**src/hw/tdc_pkg.sv**
```systemverilog
/*
  Constants for the tone, dial-pulse and cadence control block.
  Assumes a 25 MHz system clock and 32-bit Avalon-MM register access.
*/
`default_nettype none
package tdc_pkg;
  // =====================================
  // Register indices (byte address = 4 * index)
  localparam logic [7:0] IDX_CTL_WR = 8'hDE;
  localparam logic [7:0] IDX_CTL_RD = 8'hDF;
  localparam logic [7:0] IDX_CAD_WR = 8'hE0;
  localparam logic [7:0] IDX_CAD_RD = 8'hE1;
  localparam logic [7:0] IDX_STAT = 8'h4D;
  localparam logic [7:0] IDX_MASK = 8'h6C;
  // =====================================
  // Control byte fields
  localparam int B_CAD = 7;
  localparam int B_OS = 6;
  localparam int B_DP = 5;
  localparam int B_TB = 1;
  localparam int B_TA = 0;
  localparam logic [7:0] CTL_WMASK = 8'hE3;
  localparam logic [7:0] CTL_GENS = 8'h23;
  localparam logic [7:0] CTL_RST = 8'h00;
  // =====================================
  // Cadence timer fields
  localparam int TW = 11;
  localparam int ON_LSB = 16;
  localparam int OFF_LSB = 0;
  localparam logic [TW-1:0] ON_RST = 11'h190;
  localparam logic [TW-1:0] OFF_RST = 11'h320;
  localparam logic [TW-1:0] T_ZERO = 11'h000;
  localparam logic [TW-1:0] T_ONE = 11'h001;
  // Status and mask
  localparam int B_DONE = 0;
  localparam logic MASK_RST = 1'b1;
  // =====================================
  // Timing
  localparam int CLK_HZ = 25_000_000;
  localparam int STEP_MS = 5;
  localparam int STEP_CYC = CLK_HZ / 1000 * STEP_MS;
  typedef enum logic [1:0] {S_IDLE, S_ON, S_OFF, S_HOLD} tdc_state_t;
endpackage : tdc_pkg
`default_nettype wire

```
**src/hw/tdc_cadence_ctl.sv**
```systemverilog
/*
  Tone A/B and dial-pulse enable control with shared cadence timer,
  done flag, mask and interrupt, behind an Avalon-MM slave.
  Assumes a synchronous master on clk; tone datapath lives elsewhere.
*/
`timescale 1ns/1ps
`default_nettype none
module tdc_cadence_ctl #(
  parameter int STEP_CYCLES = tdc_pkg::STEP_CYC
) (
  input wire logic clk,
  input wire logic nrst,
  input wire logic [9:0] address,
  input wire logic read,
  input wire logic write,
  input wire logic [31:0] writedata,
  output logic [31:0] readdata,
  output logic waitrequest,
  output logic toneAEnable,
  output logic toneBEnable,
  output logic generalIoPinOne,
  output logic irq
);
  // =====================================
  // Bus decode
  logic [7:0] idx;
  logic req;
  logic ack;
  logic ctlWr;
  logic cadWr;
  logic statWr;
  logic maskWr;
  assign idx = address[9:2];
  assign req = read | write;
  assign ack = req & ~waitrequest;
  assign ctlWr = ack & write & (idx == tdc_pkg::IDX_CTL_WR);
  assign cadWr = ack & write & (idx == tdc_pkg::IDX_CAD_WR);
  assign statWr = ack & write & (idx == tdc_pkg::IDX_STAT);
  assign maskWr = ack & write & (idx == tdc_pkg::IDX_MASK);

  logic [7:0] ctl;
  logic [tdc_pkg::TW-1:0] onTime;
  logic [tdc_pkg::TW-1:0] offTime;
  logic doneFlag;
  logic doneMask;
  tdc_pkg::tdc_state_t st;
  logic [tdc_pkg::TW-1:0] cnt;
  logic [31:0] pre;
  logic tick;
  logic onEnd;
  logic offEnd;
  logic lastStep;

  // One wait cycle per access keeps read data from a flop
  always_ff @(posedge clk or negedge nrst) begin
    if (!nrst) begin
      waitrequest <= 1'b1;
    end else if (req && waitrequest) begin
      waitrequest <= 1'b0;
    end else begin
      waitrequest <= 1'b1;
    end
  end

  function automatic logic [7:0] ctl_view(input logic [7:0] c,
                                          input tdc_pkg::tdc_state_t s);
    ctl_view = (s == tdc_pkg::S_OFF) ? (c & ~tdc_pkg::CTL_GENS) : c;
  endfunction : ctl_view

  always_ff @(posedge clk or negedge nrst) begin
    if (!nrst) begin
      readdata <= 32'h0000_0000;
    end else if (read && waitrequest) begin
      readdata <= 32'h0000_0000;
      case (idx)
        tdc_pkg::IDX_CTL_RD, tdc_pkg::IDX_CTL_WR: begin
          readdata[7:0] <= ctl_view(ctl, st);
        end
        tdc_pkg::IDX_CAD_RD, tdc_pkg::IDX_CAD_WR: begin
          readdata[tdc_pkg::ON_LSB +: tdc_pkg::TW] <= onTime;
          readdata[tdc_pkg::OFF_LSB +: tdc_pkg::TW] <= offTime;
        end
        tdc_pkg::IDX_STAT: begin
          readdata[tdc_pkg::B_DONE] <= doneFlag;
        end
        tdc_pkg::IDX_MASK: begin
          readdata[tdc_pkg::B_DONE] <= doneMask;
        end
        default: begin
          readdata <= 32'h0000_0000;
        end
      endcase
    end
  end

  // =====================================
  // Registers
  // Reserved bits are dropped, so they always read zero
  always_ff @(posedge clk or negedge nrst) begin
    if (!nrst) begin
      ctl <= tdc_pkg::CTL_RST;
    end else if (ctlWr) begin
      ctl <= writedata[7:0] & tdc_pkg::CTL_WMASK;
    end else if (offEnd && ctl[tdc_pkg::B_OS]) begin
      ctl <= tdc_pkg::CTL_RST;
    end
  end

  always_ff @(posedge clk or negedge nrst) begin
    if (!nrst) begin
      onTime <= tdc_pkg::ON_RST;
      offTime <= tdc_pkg::OFF_RST;
    end else if (cadWr) begin
      onTime <= writedata[tdc_pkg::ON_LSB +: tdc_pkg::TW];
      offTime <= writedata[tdc_pkg::OFF_LSB +: tdc_pkg::TW];
    end
  end

  // Set beats a same-cycle write-one clear
  always_ff @(posedge clk or negedge nrst) begin
    if (!nrst) begin
      doneFlag <= 1'b0;
    end else begin
      doneFlag <= onEnd | (doneFlag & ~(statWr & writedata[tdc_pkg::B_DONE]));
    end
  end

  always_ff @(posedge clk or negedge nrst) begin
    if (!nrst) begin
      doneMask <= tdc_pkg::MASK_RST;
    end else if (maskWr) begin
      doneMask <= writedata[tdc_pkg::B_DONE];
    end
  end

  always_ff @(posedge clk or negedge nrst) begin
    if (!nrst) begin
      irq <= 1'b0;
    end else begin
      irq <= doneFlag & ~doneMask;
    end
  end

  // =====================================
  // 5 ms step divider, realigned on restart
  always_ff @(posedge clk or negedge nrst) begin
    if (!nrst) begin
      pre <= 32'h0000_0000;
    end else if (ctlWr || tick) begin
      pre <= 32'h0000_0000;
    end else begin
      pre <= pre + 32'h0000_0001;
    end
  end
  assign tick = (pre == 32'(STEP_CYCLES - 1));
  // A zero time ends at the first step
  assign lastStep = tick && (cnt <= tdc_pkg::T_ONE);
  assign onEnd = !ctlWr && (st == tdc_pkg::S_ON) && lastStep;
  assign offEnd = !ctlWr && (st == tdc_pkg::S_OFF) && lastStep;

  // =====================================
  // Cadence sequencer
  always_ff @(posedge clk or negedge nrst) begin
    if (!nrst) begin
      st <= tdc_pkg::S_IDLE;
      cnt <= tdc_pkg::T_ZERO;
    end else if (ctlWr) begin
      if (writedata[tdc_pkg::B_CAD]) begin
        st <= tdc_pkg::S_ON;
        cnt <= onTime;
      end else begin
        st <= tdc_pkg::S_IDLE;
        cnt <= tdc_pkg::T_ZERO;
      end
    end else begin
      case (st)
        tdc_pkg::S_ON: begin
          if (onEnd) begin
            if (!ctl[tdc_pkg::B_OS] && offTime == tdc_pkg::T_ZERO) begin
              st <= tdc_pkg::S_HOLD;
            end else begin
              st <= tdc_pkg::S_OFF;
              cnt <= offTime;
            end
          end else if (tick) begin
            cnt <= cnt - tdc_pkg::T_ONE;
          end
        end
        tdc_pkg::S_OFF: begin
          if (offEnd) begin
            if (ctl[tdc_pkg::B_OS]) begin
              st <= tdc_pkg::S_IDLE;
            end else begin
              st <= tdc_pkg::S_ON;
              cnt <= onTime;
            end
          end else if (tick) begin
            cnt <= cnt - tdc_pkg::T_ONE;
          end
        end
        default: begin
          cnt <= tdc_pkg::T_ZERO;
        end
      endcase
    end
  end

  // =====================================
  // Function gating
  logic active;
  assign active = ctl[tdc_pkg::B_CAD] ? (st == tdc_pkg::S_ON || st == tdc_pkg::S_HOLD)
                                      : 1'b1;
  // Pin one high means relay current flows; pulsing drops it
  always_ff @(posedge clk or negedge nrst) begin
    if (!nrst) begin
      toneAEnable <= 1'b0;
      toneBEnable <= 1'b0;
      generalIoPinOne <= 1'b1;
    end else begin
      toneAEnable <= ctl[tdc_pkg::B_TA] & active;
      toneBEnable <= ctl[tdc_pkg::B_TB] & active;
      generalIoPinOne <= ~(ctl[tdc_pkg::B_DP] & active);
    end
  end

  // =====================================
  // Checks
  ctl_write_a: assert property (@(posedge clk) disable iff (!nrst)
    ctlWr |=> ctl == ($past(writedata[7:0]) & tdc_pkg::CTL_WMASK))
    else $error("control write not stored");
  off_gate_a: assert property (@(posedge clk) disable iff (!nrst)
    (st == tdc_pkg::S_OFF && ctl[tdc_pkg::B_CAD]) |=> !toneAEnable && !toneBEnable)
    else $error("tone active in off interval");
  read_zero_a: assert property (@(posedge clk) disable iff (!nrst)
    (read && waitrequest && idx == tdc_pkg::IDX_CTL_RD && st == tdc_pkg::S_OFF)
    |=> (readdata[7:0] & tdc_pkg::CTL_GENS) == 8'h00)
    else $error("enable bits read nonzero in off interval");
  done_set_a: assert property (@(posedge clk) disable iff (!nrst)
    onEnd |=> doneFlag ##1 (irq || doneMask))
    else $error("done flag or interrupt missing");
  irq_mask_a: assert property (@(posedge clk) disable iff (!nrst)
    (doneMask && $past(doneMask)) |-> !irq)
    else $error("masked interrupt raised");
  repeat_a: assert property (@(posedge clk) disable iff (!nrst)
    (offEnd && !ctl[tdc_pkg::B_OS]) |=> st == tdc_pkg::S_ON && cnt == onTime)
    else $error("continuous cadence did not repeat");
  oneshot_a: assert property (@(posedge clk) disable iff (!nrst)
    (offEnd && ctl[tdc_pkg::B_OS]) |=> ctl == tdc_pkg::CTL_RST && st == tdc_pkg::S_IDLE)
    else $error("one-shot did not clear control");
  relay_a: assert property (@(posedge clk) disable iff (!nrst)
    (ctl[tdc_pkg::B_DP] && ctl[tdc_pkg::B_CAD] && st == tdc_pkg::S_ON) |=> !generalIoPinOne)
    else $error("relay not off in on interval");
  hold_a: assert property (@(posedge clk) disable iff (!nrst)
    (st == tdc_pkg::S_HOLD && !ctlWr) |=> st == tdc_pkg::S_HOLD)
    else $error("zero off time left hold");
  restart_a: assert property (@(posedge clk) disable iff (!nrst)
    (ctlWr && writedata[tdc_pkg::B_CAD]) |=> st == tdc_pkg::S_ON && cnt == $past(onTime))
    else $error("control write did not restart cadence");

  // =====================================
  // Bus and register checks
  wait_pulse_a: assert property (@(posedge clk) disable iff (!nrst)
    !waitrequest |=> waitrequest)
    else $error("wait low for more than one cycle");
  wait_answer_a: assert property (@(posedge clk) disable iff (!nrst)
    (req && waitrequest) |=> !waitrequest)
    else $error("request not answered after one wait cycle");
  rd_ctl_a: assert property (@(posedge clk) disable iff (!nrst)
    (read && waitrequest && idx == tdc_pkg::IDX_CTL_RD && st != tdc_pkg::S_OFF)
    |=> readdata[7:0] == $past(ctl))
    else $error("control read data wrong");
  read_hold_a: assert property (@(posedge clk) disable iff (!nrst)
    !(read && waitrequest) |=> readdata == $past(readdata))
    else $error("read data changed without a read");
  reserved_bits_drop_a: assert property (@(posedge clk) disable iff (!nrst)
    (ctl & ~tdc_pkg::CTL_WMASK) == 8'h00)
    else $error("reserved control bits stored");
  cad_write_a: assert property (@(posedge clk) disable iff (!nrst)
    cadWr |=> onTime == $past(writedata[tdc_pkg::ON_LSB +: tdc_pkg::TW])
    && offTime == $past(writedata[tdc_pkg::OFF_LSB +: tdc_pkg::TW]))
    else $error("cadence times not stored");
  ctl_keep_a: assert property (@(posedge clk) disable iff (!nrst)
    (!ctlWr && !(offEnd && ctl[tdc_pkg::B_OS])) |=> ctl == $past(ctl))
    else $error("control changed on its own");

  // Gating of the generators and the relay pin
  gate_ona_a: assert property (@(posedge clk) disable iff (!nrst)
    (ctl[tdc_pkg::B_CAD] && ctl[tdc_pkg::B_TA] && st == tdc_pkg::S_ON) |=> toneAEnable)
    else $error("tone A off in on interval");
  gate_onb_a: assert property (@(posedge clk) disable iff (!nrst)
    (ctl[tdc_pkg::B_CAD] && ctl[tdc_pkg::B_TB] && st == tdc_pkg::S_ON) |=> toneBEnable)
    else $error("tone B off in on interval");
  direct_a: assert property (@(posedge clk) disable iff (!nrst)
    !ctl[tdc_pkg::B_CAD] |=> toneAEnable == $past(ctl[tdc_pkg::B_TA])
    && toneBEnable == $past(ctl[tdc_pkg::B_TB]))
    else $error("tones do not follow enable bits");
  pin_direct_a: assert property (@(posedge clk) disable iff (!nrst)
    !ctl[tdc_pkg::B_CAD] |=> generalIoPinOne == !$past(ctl[tdc_pkg::B_DP]))
    else $error("pin one does not follow dial enable");
  dp_off_a: assert property (@(posedge clk) disable iff (!nrst)
    (ctl[tdc_pkg::B_CAD] && st == tdc_pkg::S_OFF) |=> generalIoPinOne)
    else $error("relay dropped in off interval");
  hold_enable_a: assert property (@(posedge clk) disable iff (!nrst)
    (st == tdc_pkg::S_HOLD && ctl[tdc_pkg::B_TA]) |=> toneAEnable)
    else $error("tone A off while held");

  // Done flag and interrupt
  done_hold_a: assert property (@(posedge clk) disable iff (!nrst)
    (doneFlag && !statWr) |=> doneFlag)
    else $error("done flag lost");
  done_clear_a: assert property (@(posedge clk) disable iff (!nrst)
    (statWr && writedata[tdc_pkg::B_DONE] && !onEnd) |=> !doneFlag)
    else $error("done flag not cleared");
  irq_unmask_a: assert property (@(posedge clk) disable iff (!nrst)
    (doneFlag && !doneMask) |=> irq)
    else $error("unmasked interrupt missing");
  irq_low_a: assert property (@(posedge clk) disable iff (!nrst)
    !doneFlag |=> !irq)
    else $error("interrupt without done flag");
  mask_write_a: assert property (@(posedge clk) disable iff (!nrst)
    maskWr |=> doneMask == $past(writedata[tdc_pkg::B_DONE]))
    else $error("mask not stored");
  oneshot_irq_a: assert property (@(posedge clk) disable iff (!nrst)
    (onEnd && ctl[tdc_pkg::B_OS] && !doneMask && !maskWr) |-> ##2 irq)
    else $error("one-shot interrupt missing");

  // Sequencer progress
  timer_run_a: assert property (@(posedge clk) disable iff (!nrst)
    (ctlWr && writedata[tdc_pkg::B_CAD] && (writedata[7:0] & tdc_pkg::CTL_GENS) == 8'h00)
    |=> st == tdc_pkg::S_ON)
    else $error("timer did not start without enables");
  oneshot_off_a: assert property (@(posedge clk) disable iff (!nrst)
    (onEnd && ctl[tdc_pkg::B_OS]) |=> st == tdc_pkg::S_OFF)
    else $error("one-shot did not leave on interval");
  idle_stay_a: assert property (@(posedge clk) disable iff (!nrst)
    (st == tdc_pkg::S_IDLE && !ctlWr) |=> st == tdc_pkg::S_IDLE)
    else $error("cadence restarted on its own");
  idle_stop_a: assert property (@(posedge clk) disable iff (!nrst)
    (ctlWr && !writedata[tdc_pkg::B_CAD]) |=> st == tdc_pkg::S_IDLE)
    else $error("cadence not stopped by write");
  cnt_step_a: assert property (@(posedge clk) disable iff (!nrst)
    (st == tdc_pkg::S_ON && tick && !lastStep && !ctlWr) |=> cnt == $past(cnt) - tdc_pkg::T_ONE)
    else $error("step count wrong");
  off_load_a: assert property (@(posedge clk) disable iff (!nrst)
    (onEnd && (ctl[tdc_pkg::B_OS] || offTime != tdc_pkg::T_ZERO)) |=> cnt == $past(offTime))
    else $error("off time not loaded");
  hold_entry_a: assert property (@(posedge clk) disable iff (!nrst)
    (onEnd && !ctl[tdc_pkg::B_OS] && offTime == tdc_pkg::T_ZERO) |=> st == tdc_pkg::S_HOLD)
    else $error("zero off time did not hold");
endmodule : tdc_cadence_ctl
`default_nettype wire

```
**config.mk**
```make
export PLATFORM = sky130hd
export DESIGN_NAME = tdc_cadence_ctl
export DESIGN_NICKNAME = d
export VERILOG_FILES = /design/src/hw/tdc_pkg.sv /design/src/hw/tdc_cadence_ctl.sv
export SDC_FILE = /design/constraint.sdc
export NUM_CORES = 1
export LEC_CHECK = 0
export BUFFER_PORTS_ARGS = -buffer_cell sky130_fd_sc_hd__buf_2
export CAP_MARGIN = 25
export CORE_MARGIN = 2
export CORE_UTILIZATION = 54
export CTS_CLUSTER_SIZE = 28
export DETAILED_ROUTE_END_ITERATION = 8
export PLACE_DENSITY = 0.77
export SETUP_SLACK_MARGIN = 0.4
export SLEW_MARGIN = 25
export SYNTH_ARGS = -nofsm -noshare
export SYNTH_HDL_FRONTEND = slang
export SYNTH_SLANG_ARGS = --single-unit
```
**constraint.sdc**
```tcl
create_clock -name clk -period 2.85 [get_ports clk]
set_clock_uncertainty 0.1 [all_clocks]
set_input_delay 0.1425 -clock clk [delete_from_list [all_inputs] [get_ports clk]]
set_output_delay 0.1425 -clock clk [all_outputs]
set_load 0.02 [all_outputs]
```
# After elaboration in Yosys (flattened, before gate mapping)
# Cells that the tools add are included.
[classes] n_addsub=2 multipliers=0 div_mod_pow=0 n_lt_le_gt_ge=1 n_eq_ne=14 n_shift=0 mux=25 bitwise_logic=18 reduce_logical=20
[ops] operator="two-way mux 11 bit" n=8
[ops] operator="adder 32 x 1 -> 32 bit (second input constant)" n=1
[ops] operator="== test 32 x 17 -> 1 bit (second input constant)" n=1
[ops] operator="== test 8 bit (second input constant)" n=4
[ops] operator="two-way mux 32 bit" n=1
[ops] operator="case mux 11 bit (2 select lines)" n=1
[ops] operator="== test 8 x 7 -> 1 bit (second input constant)" n=2
[ops] operator="two-way mux 8 bit" n=2
[ops] operator="case mux 7 bit (2 select lines)" n=1
[ops] operator="bitwise AND 1 bit" n=12
[ops] operator="less-or-equal comparator 11 x 1 -> 1 bit (second input constant)" n=1
[ops] operator="logical NOT 11 bit" n=1
[ops] operator="subtractor 11 x 1 -> 11 bit (second input constant)" n=1
[ops] operator="logical AND 1 bit" n=9
[ops] operator="inequality test 4 bit (second input constant)" n=2
[ops] operator="two-way mux 2 bit" n=3
[ops] operator="two-way mux 6 bit" n=1
[ops] operator="inequality test 3 bit (second input constant)" n=2
[ops] operator="two-way mux 1 bit" n=5
[ops] operator="== test 2 bit (second input constant)" n=2
[ops] operator="NOT 1 bit" n=4
[ops] operator="case mux 1 bit (4 select lines)" n=1
[ops] operator="case mux 2 bit (2 select lines)" n=1
[ops] operator="OR reduction 2 bit" n=2
[ops] operator="9 further kinds" n=12
[totals] register_bits=104 latchBits=0 ram_bits=0 rom_bits=0 in_bits=46 out_inout_bits=37 elab_cells=94 mem_count=0

# Longest topological paths before layout
[depth] depth_word=10 depth_mapped=10 mapped_depth_nobuf=8

# Worst setup path after synthesis
# Ideal clock, no wire load.
[synth_timing] kind="reg2reg" from="reg pre[0]" to="reg cnt[9] (netlist name)" t_arrival_ns=2.210 t_required_ns=2.629 slack_ns=0.419 path_stages_with_launch=10 period_less_slack_ns=2.431 path_cell_list="dfrtp_1 > ha_1 > nor4b_4 > nand4_2 > or4_1 > buf_2 > buf_6 > o21ai_0 > a22oi_1 > a22o_1"
[synth_between] elab_chain_len=6 word_cells_on_any_way=12 classes_between="3 x eq/ne; 5 x mux; 4 x reduce/logical"
[synth_lines] item="start: declaration" line_no="tdc_cadence_ctl.sv:48" text="logic [31:0] pre;"
[synth_lines] item="start signal: assignment" line_no="tdc_cadence_ctl.sv:152" text="pre <= pre + 32'h0000_0001;"
[synth_lines] item="== test 32 x 17 -> 1 bit *" line_no="tdc_cadence_ctl.sv:155" text="assign tick = (pre == 32'(STEP_CYCLES - 1));"
[synth_lines] item="logical AND 1 bit" line_no="tdc_cadence_ctl.sv:157" text="assign lastStep = tick && (cnt <= tdc_pkg::T_ONE);"
[synth_lines] item="logical AND 1 bit (on tied branches)" line_no="tdc_cadence_ctl.sv:159, tdc_cadence_ctl.sv:158"
[synth_lines] item="two-way mux 11 bit (on tied branches)" line_no="tdc_cadence_ctl.sv:190, tdc_cadence_ctl.sv:178"
[synth_lines] item="case mux 11 bit (2 select lines)" line_no="tdc_cadence_ctl.sv:176" text="case (st)"
[synth_lines] item="two-way mux 11 bit" line_no="tdc_cadence_ctl.sv:167" text="end else if (ctlWr) begin"
[synth_lines] item="end signal: assignment" line_no="tdc_cadence_ctl.sv:166" text="cnt <= tdc_pkg::T_ZERO;"
[synth_lines] item="end signal: assignment" line_no="tdc_cadence_ctl.sv:170" text="cnt <= onTime;"
[synth_lines] item="end signal: assignment" line_no="tdc_cadence_ctl.sv:195" text="cnt <= onTime;"
[synth_lines] item="end: declaration" line_no="tdc_cadence_ctl.sv:47" text="logic [tdc_pkg::TW-1:0] cnt;"
# Mark *: on every way between the ends. The rest lies on a longest branch, timed or not.
# A chain may end at the register's enable or synchronous reset.

# Final worst setup path
[layout_timing] from="reg pre[1]" to="reg cnt[3] (netlist name)"
# The elaborated chain is that of the path after synthesis.

==> results.cfg <==
[yosys]
synth-edff-count = 0
ys.warnings.count = 0
synth_seq_cells = 101
yosysTopAreaCell = dfrtp_1
async_flop_share = 1.00
ys_seq_area_frac = 0.487
yosys.cell_types.count = 63
synth_top_area_frac = 0.441
synth-main-ff-cell = dfrtp_1
syn_inst = 513
avgSynthCellArea_um2 = 10.2
netlist_area_mm2 = 0.00522
synth.area.top_cells = dfrtp_1 (44%), nand2_1 (5.3%), mux2_2 (5.2%)

[timing]
relSlewSlack = 0.485
finalCritPeriodShare = 0.856
slew_viol_final = 0
fmax_ghz = 0.410
grt_setup_unrepaired = true
worst_slew_pin_slew_ns = 0.773
fin_tns_setup_ns = 0
hold_viol_final = 0
setup_ws_ns = 0.410
fin_crit_ns = 2.44
whs_ns = 0.0852
setup_violations = 0

[floorplanning]
start_util = 0.559
die_y_um = 102
rows = 35
core_area_mm2 = 0.00933
fp.dieArea_mm2 = 0.0105
floorplan.die.width_um = 102
pin_count = 83

[run_status]
status = complete, no violations

[grt]
grt_pass1_vias = 4103
grt_usage = 0.246
grt_max_degree = 63
antenna_found_initial = 0
grt_pass1_wl_um = 19900
grt.overflow.total = 0

[route]
num_vias = 4368
drc = 0
antenna_left = 0
via_per_inst = 5.85
dr.pass1.iters = 5
drtIter0Drc = 299
routed_wl_um = 12700
wire_per_inst_um = 17.0

[power]
p_sw_mw = 0.840
p_total_mw = 3.13
share_clk_of_total_power = 0.359
comb_power_share = 0.133
peakVddDrop_uv = 299
power_density_mw_per_mm2 = 494
p_sw_frac = 0.268
p_int_mw = 2.29
p_seq_frac = 0.509
leakage_nw = 2.90

[clock_network]
clockBufferDepth = 2
clock_sinks = 101
worstSkewPairLatency_ns = 0.38
cts.clk_slew.worst_paths_ns = 0.10
numCtsBuffers = 9
cts_tree = done
clock-root-buffer = clkbuf_8
cts_max_level = 3

[cells_and_area]
antennaDiodeCount = 0
fin_nets = 665
postLayoutCellArea_mm2 = 0.00633
stdcell_count = 747
fill_cells = 666
final_util = 0.678
layout-drive-gt1-share = 0.278
area_growth_pct = 21.2
seq_area_mm2 = 0.00254
multi_input_area_mm2 = 0.00257

[setup_path]
crit_slowest_cell = or4_4
worstPathRequired_ns = 3.00
r2r_start = pre[1]
endpoint_kind = register
crit_path_start_kind = register
startpoint = pre[1]
slowest_delay_ns = 0.61
cp_top_family = simple AND/OR/NAND/NOR gates
path_class = reg2reg
cp_num_buf_inv = 2
cp_common_cell = buf_6
cp_data_arrival_time_ns = 2.59
path_cells = ha_2 > nor4b_4 > nand4_2 > or4_4 > buf_6 > buf_6 > o211ai_1 > a32oi_1
path_max_fanout = 6

[place]
io_buffers = 60
dp_slack_ns = 0.191
dpl_cell_area_mm2 = 0.00566
dpl.hpwl_um = 8220
gp_congestion = 0.866
dp.cells = 695

[hold_path]
min_path_type = in2reg
hold_path_startpoint = address[2]

[flow_run]
maxCapViolCount = 0
## power groups by stage
stage          clock [mW]  sequential [mW]  combinational (mW)
3_5_place_dp            0             1.61               0.367
6_report             1.12             1.59               0.415
5_1_grt              1.19             1.60               0.458
2_1_floorplan           0             1.59               0.258
3_3_place_gp            0             1.61               0.353
4_1_cts              1.13             1.59               0.403
## cells in the mapped netlist (6+ instances only)
master and count:
dfrtp_1 92, nand2_1 74, o21ai_0 40, nor2_1 38, mux2_2 24, nand3_1 22
xnor2_1 18, xor2_1 16, a21oi_1 13, nor4_1 13, clkbuf_1 12, buf_4 10
and3_1 9, dfstp_2 9, a22oi_1 8, inv_1 8, nand4_1 7, and2_1 6
ha_1 6, nor3_1 6, or3_1 6
## final cells by class
cell class                      instances  area share
Clock buffer                           10      0.0202
Clock inverter                          6      0.0188
Inverter                                8     0.00475
Multi-Input combinational cell        382       0.407
Sequential cell                       101       0.402
Tap cell                              129      0.0255
Timing Repair Buffer                  111       0.123
## layer usage
layer / wire length [um] / part of all wire / vias to the layer above / GRT usage
met5: 0 / 0 / - / 0
met4: 318 / 0.025 / 0 / 0.0913
met3: 558 / 0.044 / 34 / 0.0465
met2: 6260 / 0.49 / 145 / 0.393
met1: 5590 / 0.44 / 2175 / 0.336
li1: - / - / 2014 / -
## worst paths after layout
path | end | slack (ns) | depth (start not counted)
setup / recovery | cnt[3] | 0.41 | 8
setup reg to reg | cnt[3] | 0.41 | 8
hold reg to reg | generalIoPinOne | 0.39 | 1
max in group asynchronous | onTime[7] | 1.62 | 3
hold / removal | doneMask | 0.09 | 4
min in group asynchronous | ctl[0] | 0.29 | 2
## cell families (layout without fill, tap and decap cells)
group / after synthesis / in the layout / share of synthesized area
AOI/OAI and AO/OA: 90 / 90 / 0.110
xor gates and xnor gates: 34 / 34 / 0.0571
adders and majority gates: 6 / 6 / 0.0144
buffers and inverters: 39 / 135 / 0.0417
DFF: 101 / 101 / 0.487
muxes: 25 / 25 / 0.0537
other: 1 / 10 / 0.000719
and+or+nand+nor: 217 / 217 / 0.236
## worst register-to-register path: cells and delay by family (launching register included)
kind            cells  cell delay (ns)
compound gates      2             0.38
fa+ha+maj           1             0.22
buf+inv             2             0.25
flops               1             0.39
simple gates        3             0.99
## what timing repair did
action / 4_1_cts / 5_1_grt
setup buffers: 0 / 11
hold endpoints to repair: 81 / 0
endpoints found under the setup margin: 8 / 16
resized for setup: 7 / 17
pin swaps: 2 / 12
hold buffers: 25 / 0
## registers in the layout, indices dropped and copies added, names as in the netlist, 2 cells and up
signal / cells
cnt: 11
ctl: 5
offTime: 11
onTime: 11
pre: 32
readdata: 22
st: 2
## layout by cell type, fill, tap and decap left out, drive strengths merged, types with 3 or more instances in the layout
master | netlist | final
a21oi | 14 | 14
a22o | 4 | 4
a22oi | 8 | 8
and2 | 6 | 6
and3 | 12 | 12
and4 | 4 | 4
buf | 19 | 86
bufinv | 0 | 3
clkbuf | 12 | 10
conb | 1 | 10
dfrtp | 92 | 92
dfstp | 9 | 9
dlygate4sd3 | 0 | 25
ha | 6 | 6
inv | 8 | 10
mux2 | 24 | 24
nand2 | 74 | 74
nand2b | 3 | 3
nand3 | 22 | 22
nand4 | 9 | 9
nor2 | 38 | 38
nor2b | 4 | 4
nor3 | 6 | 6
nor4 | 18 | 18
nor4b | 6 | 6
o21ai | 41 | 41
or3 | 6 | 6
xnor2 | 18 | 18
xor2 | 16 | 16
Power figures use the tool's default switching activity.
